File: config.mk
export PLATFORM = sky130hd
export DESIGN_NAME = vpi_irq_enable
export DESIGN_NICKNAME = d
export VERILOG_FILES = /design/src/vpi_pkg.sv /design/src/vpi_irq_enable.sv /design/src/vpi_irq_combine.sv
export VERILOG_INCLUDE_DIRS = /design/src
export SDC_FILE = /design/constraint.sdc
export NUM_CORES = 1
export LEC_CHECK = 0
export BUFFER_PORTS_ARGS = -buffer_cell sky130_fd_sc_hd__buf_2
export CORE_ASPECT_RATIO = 2
export CORE_UTILIZATION = 44
export DETAILED_ROUTE_END_ITERATION = 7
export PLACE_DENSITY = 0.76
export SLEW_MARGIN = 20
export SYNTH_ARGS = -nofsm -noshare
export SYNTH_HDL_FRONTEND = slang
export SYNTH_SLANG_ARGS = --single-unit
File: constraint.sdc
create_clock -name clk -period 1.6 [get_ports clk]
set_clock_uncertainty 0.15 [all_clocks]
set_input_delay 0.24 -clock clk [delete_from_list [all_inputs] [get_ports clk]]
set_output_delay 0.24 -clock clk [all_outputs]
set_load 0.05 [all_outputs]
File: src/video_irq_source_enable_cfg.svh
// Constants for the video port interrupt enable block
`ifndef VPI_CFG_SVH
`define VPI_CFG_SVH

// Register indices (byte address = 4 * index)
`define VPI_IDX_SRC_EN        4'h0
`define VPI_IDX_PEND          4'h1
`define VPI_ADDR_W            4

// Enable register field positions
`define VPI_BIT_GATE          0
`define VPI_BIT_CHA_OVR       1
`define VPI_BIT_CHA_DONE      2
`define VPI_BIT_CHA_SERR      3
`define VPI_BIT_CHA_VF1       4
`define VPI_BIT_CHA_VF2       5
`define VPI_BIT_CHA_SHORT     6
`define VPI_BIT_CHA_LONG      7
`define VPI_BIT_SYSTIME       10
`define VPI_BIT_TICK          11
`define VPI_BIT_DISP_UNDR     12
`define VPI_BIT_DONE          13
`define VPI_BIT_DISP_UNACK    14
`define VPI_BIT_GPIO          16
`define VPI_BIT_CHB_OVR       17
`define VPI_BIT_CHB_DONE      18
`define VPI_BIT_CHB_SERR      19
`define VPI_BIT_CHB_VF1       20
`define VPI_BIT_CHB_VF2       21
`define VPI_BIT_CHB_SHORT     22
`define VPI_BIT_CHB_LONG      23

// Writable mask and reset value
`define VPI_EN_MASK           32'h00FF_7CFF
`define VPI_SRC_MASK          32'h00FF_7CFE
`define VPI_EN_RESET          32'h0000_0000

`endif

File: src/vpi_pkg.sv
// Types shared by the video port interrupt enable block
package vpi_pkg;
    typedef logic [31:0] vpi_word_t;
    typedef logic [3:0]  vpi_addr_t;
endpackage : vpi_pkg

File: src/vpi_irq_enable.sv
// Video port interrupt enable register and request combiner
`timescale 1ns/100ps
`include "video_irq_source_enable_cfg.svh"
module vpi_irq_enable (
    // Clock and reset
    input  wire logic               clk,
    input  wire logic               rst_n,
    // Register port
    input  wire vpi_pkg::vpi_addr_t reg_addr,
    input  wire vpi_pkg::vpi_word_t reg_wdata,
    input  wire logic               reg_wr,
    input  wire logic               reg_rd,
    output logic [31:0]             reg_rdata,
    // Pending flags from the status register outside
    input  wire vpi_pkg::vpi_word_t pend_flags,
    // Interrupt request to the processor
    output logic                    video_irq
);
    import vpi_pkg::*;

    // ----------------------------------------------------------------
    // Enable register
    // ----------------------------------------------------------------
    vpi_word_t src_en_q;
    vpi_word_t src_en_d;
    vpi_word_t rdata_q;
    vpi_word_t rdata_d;
    logic      irq_q;
    logic      irq_d;
    logic      irq_raw;

    // Reserved positions are masked on write so they can never hold a one
    always_comb begin
        src_en_d = src_en_q;
        if (reg_wr && reg_addr == `VPI_IDX_SRC_EN) begin
            src_en_d = reg_wdata & `VPI_EN_MASK;
        end
    end

    // ----------------------------------------------------------------
    // Read path
    // ----------------------------------------------------------------
    // Pending flags read back at their own index; unmapped reads give zero
    always_comb begin
        rdata_d = 32'h0000_0000;
        if (reg_rd) begin
            unique case (reg_addr)
                `VPI_IDX_SRC_EN: rdata_d = src_en_q & `VPI_EN_MASK;
                `VPI_IDX_PEND:   rdata_d = pend_flags & `VPI_SRC_MASK;
                default:         rdata_d = 32'h0000_0000;
            endcase
        end
    end

    // ----------------------------------------------------------------
    // Request combiner
    // ----------------------------------------------------------------
    // Registered so the output comes from a flop; costs one cycle of latency
    vpi_irq_combine u_combine (
        .pend    (pend_flags),
        .enable  (src_en_q),
        .irq_raw (irq_raw)
    );

    always_comb begin
        irq_d = irq_raw;
    end

    // ----------------------------------------------------------------
    // Per-source lanes
    // ----------------------------------------------------------------
    // One lane per bit; reserved lanes and the gate lane are tied low so a
    // stray pending bit there can never leak into a group or the request
    wire vpi_word_t lane_pass;

    genvar gi;
    generate
        for (gi = 0; gi < 32; gi++) begin : g_lane
            if (((`VPI_SRC_MASK >> gi) & 32'h0000_0001) != 32'h0000_0000) begin : g_src
                assign lane_pass[gi] = pend_flags[gi] & src_en_q[gi];
            end else begin : g_tie
                assign lane_pass[gi] = 1'b0;
            end
        end
    endgenerate

    // Group view of the lanes, for the checks only; it does not feed the request
    logic grp_cha;
    logic grp_chb;
    logic grp_disp;
    logic grp_misc;

    always_comb begin
        grp_cha  = |lane_pass[`VPI_BIT_CHA_LONG:`VPI_BIT_CHA_OVR];
        grp_chb  = |lane_pass[`VPI_BIT_CHB_LONG:`VPI_BIT_CHB_OVR];
        grp_disp = |lane_pass[`VPI_BIT_DISP_UNACK:`VPI_BIT_DISP_UNDR];
        grp_misc = lane_pass[`VPI_BIT_GPIO] | lane_pass[`VPI_BIT_TICK]
                   | lane_pass[`VPI_BIT_SYSTIME];
    end

    // State registers
    always_ff @(posedge clk or negedge rst_n) begin
        if (!rst_n) begin
            src_en_q <= `VPI_EN_RESET;
            rdata_q  <= 32'h0000_0000;
            irq_q    <= 1'b0;
        end else begin
            src_en_q <= src_en_d;
            rdata_q  <= rdata_d;
            irq_q    <= irq_d;
        end
    end

    assign reg_rdata = rdata_q;
    assign video_irq = irq_q;
endmodule : vpi_irq_enable

File: src/vpi_irq_combine.sv
// Masked OR of pending flags gated by the global enable
`timescale 1ns/100ps
`include "video_irq_source_enable_cfg.svh"
module vpi_irq_combine (
    // Pending flags and enables
    input  wire vpi_pkg::vpi_word_t pend,
    input  wire vpi_pkg::vpi_word_t enable,
    // Combined request, unregistered
    output logic                    irq_raw
);
    import vpi_pkg::*;

    // Each source passes only where its own enable is set
    always_comb begin
        irq_raw = enable[`VPI_BIT_GATE]
                  & (|(pend & enable & `VPI_SRC_MASK));
    end
endmodule : vpi_irq_combine

[Yosys cells after proc, flatten, opt, wreduce, memory -nomap -nowiden]
Cells that the tools add are included.
Cells by class
  add/subtract/negate cells: 0
  multipliers: 0
  div/mod/pow operators: 0
  $lt $le $gt $ge: 0
  equality and inequality tests: 1
  shift operators: 0
  muxes and demuxes: 2
  bitwise logic cells: 2
  reductions and logical operators: 3
Operator list (count)
  one-hot mux 24 bit (2 select lines): 1
  two-way mux 32 bit: 1
  bitwise AND 24 bit: 1
  OR reduction 20 bit: 1
  equality test 4 x 1 -> 1 bit, second input constant: 1
  logical NOT 4 bit: 1
  bitwise AND 1 bit: 1
  logical AND 1 bit: 1
Word-level totals
  register bits after elaboration: 54
  latch bits: 0
  bits in writable memories: 0
  bits in read-only memories: 0
  input port bits: 72
  output and inout bits: 33
  word-level logic and storage cells: 11
  memories kept: 0

[Longest topological paths before layout]
  word-level depth: 3
  mapped depth: 5
  gate-level depth less buffers: 4

[Cells and area by module]
Synthesis repeated with hierarchy kept, for this count alone.
Second synthesis, totals
  cell total of the unflattened synthesis: 121
  area, all modules: 1800.5 um2
Modules (own cells, without submodules)
  vpi_irq_enable: instances 1, cells each 108, area an instance 1675.4 um2, sequential area each 1076.0 um2
  vpi_irq_combine: instances 1, cells each 13, area an instance 125.1 um2, sequential area each 0.0 um2

[Worst setup path before layout]
Ideal clock, no wire load.
  kind: reg2reg
  start: register src_en_q[21]
  end: register irq_q (netlist: video_irq)
  library setup time: 0.119 ns
  arrival time: 1.055 ns
  data required time: 1.331 ns
  slack: 0.276 ns
  cell stages (with the launch flop): 5
  buffers on the path: 0
  period minus slack after synthesis: 1.324 ns
  path through: dfrtp_1 > a22o_1 > a221oi_1 > nand4_1 > o21a_1
Between the ends
  cells in the longest elaborated chain, start to end: 3
RTL lines
  start, declared: line vpi_irq_enable.sv:24  | vpi_word_t src_en_q;
  start signal, assigned: line vpi_irq_enable.sv:104  | src_en_q <= `VPI_EN_RESET;
  start signal, assigned: line vpi_irq_enable.sv:108  | src_en_q <= src_en_d;
  bitwise AND 24 bit: line vpi_irq_combine.sv:16  | & (|(pend & enable & `VPI_SRC_MASK));
  OR reduction 20 bit: line vpi_irq_combine.sv:16
  bitwise AND 1 bit: line vpi_irq_combine.sv:15  | irq_raw = enable[`VPI_BIT_GATE]
  named net irq_d: line vpi_irq_enable.sv:29  | logic irq_d;
  end signal, assigned: line vpi_irq_enable.sv:110  | irq_q <= irq_d;
  end, declared: line vpi_irq_enable.sv:28  | logic irq_q;
The timed path passes the listed nets, and every way through them passes these cells.
A chain may end at the register's enable or synchronous reset.

[Worst setup path in the final report]
  start: register src_en_q[17]
  end: register irq_q (netlist: video_irq)
Same word-level chain as after synthesis.

==> results.yml <==
outcome:
  outcome: "completed"
synth:
  yosys.area_share.simple: 0.03524
  seq_area_frac_synth: 0.5718
  synth_top_family_by_area: "multiplexers"
  muxShareOfSynthArea: 0.1656
  post-synth-top-area-fraction: 0.5718
  netlist_instances: 122
  synth_cell_types: 21
  syn_area_per_cell_um2: 15.42
  synth_area_leaders: "dfrtp_1 (57%), mux2_4 (16%), a22o_2 (9.0%)"
  synth_seq_cells: 43
  yosysTopAreaCell: "dfrtp_1"
  synthAdderAreaFrac: 0
  syn_area_um2: 1882
  synth_xor_area_frac: 0
  synth_compound_area_frac: 0.1523
  yosysWarningCount: 0
die:
  die_area_um2: 4558
  floorplan.initialDensity: 0.4604
  dieWidth_um: 48.24
  ios: 105
  placementRows: 33
  die_h_um: 94.49
  core_um2: 4088
cells_and_area:
  drive_above_1_share: 0.6364
  areaGrowthSynthToFinish_pct: 26.06
  instances_no_fill: 250
  final_core_util: 0.5803
  final_nets: 269
  antenna_cells: 0
route:
  first_pass_iters: 4
  wl_per_cell_um: 14.33
  routed_via_density: 4.996
  drc: 0
  final_antenna_net_count: 0
  route.vias.total: 1249
  drt_iter0_markers: 17
  wl_mm: 3.582
worst_setup_path:
  reg2reg_from: "src_en_q[17]$_DFFE_PN0P_"
  start_kind: "flop"
  reg2regPathDepth: 4
  worstPathCellList: "a22o_1 -> a221oi_1 -> nand3_1 -> o21a_1"
  crit_fanout: 3
  max_stage_delay_ns: 0.41
  slowest_stage: "dfrtp_1"
  arrival_ns: 1.48
  endpoint_kind: "flop"
  critPathKind: "flop to flop"
  r2r_end: "video_irq$_DFF_PN0_"
  r2r_setup_slack_ns: 0.15
  cp.required_ns: 1.63
global_route:
  grt_pass1_vias: 1230
  globalRouteOverflowTotal: 0
  grt_pass1_wl_mm: 5.609
  track_usage: 0.1761
  grt_start_max_net_pins: 44
  antenna_found_initial: 0
sta:
  finalCritPeriodShare: 0.9032
  whs_ns: 0.02484
  finalSetupViolations: 0
  finalWorstSetupSlack_ns: 0.1550
  rsz0062_at_grt: "no"
  period_needed_ns: 1.445
  slew_viol_final: 0
  tightest_slew_ns: 0.5244
  slew_headroom: 0.6504
  finalHoldViolations: 0
  max_freq_ghz: 0.6920
  setup_tns_ns: 0
place:
  pre_cts_ws_ns: 0.04171
  portBuffers: 70
  gp_congestion: 0.7040
  dp_hpwl_mm: 2.563
  dp.cells: 241
power:
  swShare: 0.2844
  p_comb_frac: 0.207
  cellPowerDensity_nw_per_um2: 1066
  p_leak_uw: 0.001302
  p_int_uw: 1810
  power_frac_seq: 0.530
  switchingPower_uw: 719.2
  clkPwrFrac: 0.263
  ir_drop_v: 0.0005895
job:
  cap_viol_max_count: 0
worst_hold_path:
  worstHoldPathType: "input pin to flop"
  holdPathStages: 2
  worstHoldStart: "reg_wdata[6]"
  holdPathEnd: "src_en_q[6]$_DFFE_PN0P_"
clock_tree:
  cts_buffers: 5
  cts-root-buf: "clkbuf_8"
  clock_path_buffers: 2
  path_clk_slew_ns: 0.08
  postCtsSetupBuffers: 0
  htree_levels: 2
  clock-sinks: 43
  clk_latency_ns: 0.29
  cts_tree: "yes"
## power groups by stage
stage	Clock, uW	Combinational, uW	Sequential [uW]
after floorplan	0	339	1390
after global placement	0	513	1350
after detailed placement	0	516	1350
after CTS	686	521	1330
after global routing	736	565	1360
final	665	523	1340
## flip-flops by register name, summed over array words and instances (netlist names)
name,flops
video_irq,1
reg_rdata,21
src_en_q,21
## cell usage in the layout, fill, tap and decap left out
cell type,n
nand4_1,1
a22o_1,6
nand2_2,1
nor2_1,1
nor3b_2,1
nor2_2,1
nand3_1,1
a221oi_2,2
clkbuf_1,1
nand3_2,1
clkinv_2,1
mux2_2,1
a221oi_1,1
dfrtp_1,43
buf_4,1
o21a_1,1
clkinvlp_4,1
buf_12,3
a22o_2,17
nor3_2,1
a22oi_1,4
and2_1,1
buf_2,70
clkbuf_8,5
conb_1,11
mux2_4,20
dlygate4sd3_1,1
## worst max path at each step
stage	from	end	slack (ns)
floorplan	src_en_q[21]$_DFFE_PN0P_	video_irq$_DFF_PN0_	0.28
global placement	src_en_q[10]$_DFFE_PN0P_	video_irq$_DFF_PN0_	0.02
detailed placement	src_en_q[10]$_DFFE_PN0P_	video_irq$_DFF_PN0_	0.04
CTS	src_en_q[10]$_DFFE_PN0P_	video_irq$_DFF_PN0_	0.02
global route	src_en_q[10]$_DFFE_PN0P_	video_irq$_DFF_PN0_	0.05
finish	src_en_q[17]$_DFFE_PN0P_	video_irq$_DFF_PN0_	0.15
## stage by stage
stage / area (um^2) / total power (uW)
after floorplan: 1919 / 1725
after global placement: 2265 / 1861
after detailed placement: 2265 / 1869
after CTS: 2360 / 2538
after global routing: 2372 / 2661
final: 2372 / 2529
## cells in the mapped netlist, drive strengths merged
cell	n
o21a	1
nor3b	1
a22oi	4
nand2	1
nor2	2
buf	17
conb	1
mux2	21
nand4	1
a221oi	3
dfrtp	43
a22o	23
and2	1
nand3	2
nor3	1
## final cells by class
| class | count | area (um^2) |
|---|---|---|
| Sequential cell | 43 | 1076 |
| Clock inverter | 2 | 12.51 |
| Timing Repair Buffer | 75 | 427.9 |
| Fill cell | 342 | 1715 |
| Clock buffer | 6 | 72.57 |
| Tap cell | 52 | 65.06 |
| Multi-Input combinational cell | 72 | 718.2 |
## cell families (layout without fill, tap and decap cells)
logic type	count (synthesis)	in the layout
buffers and inverters	17	83
flip-flops	43	43
other	1	11
multiplexers	21	21
AO/OA/AOI/OAI	31	31
AND/OR/NAND/NOR	9	9
## worst max-delay path: cells and delay by family (launching register included)
kind	cells	cell delay, ns
compound gates	3	0.66
flops	1	0.41
simple gates	1	0.13
## routing by layer
metal,routed length [um],vias to the layer above,GRT usage
li1,-,580,-
met1,1360,610,0.2069
met2,1913,52,0.2811
met3,223,7,0.03824
met4,85,0,0.09491
met5,0,-,0
## timing repair
action                                  in CTS  in global routing
gates resized for setup                      0                  2
hold buffers                                 1                  0
endpoints found under the setup margin       0                  1
hold endpoints to repair                    43                  0
No activity file was read; power rests on OpenSTA's default activity.
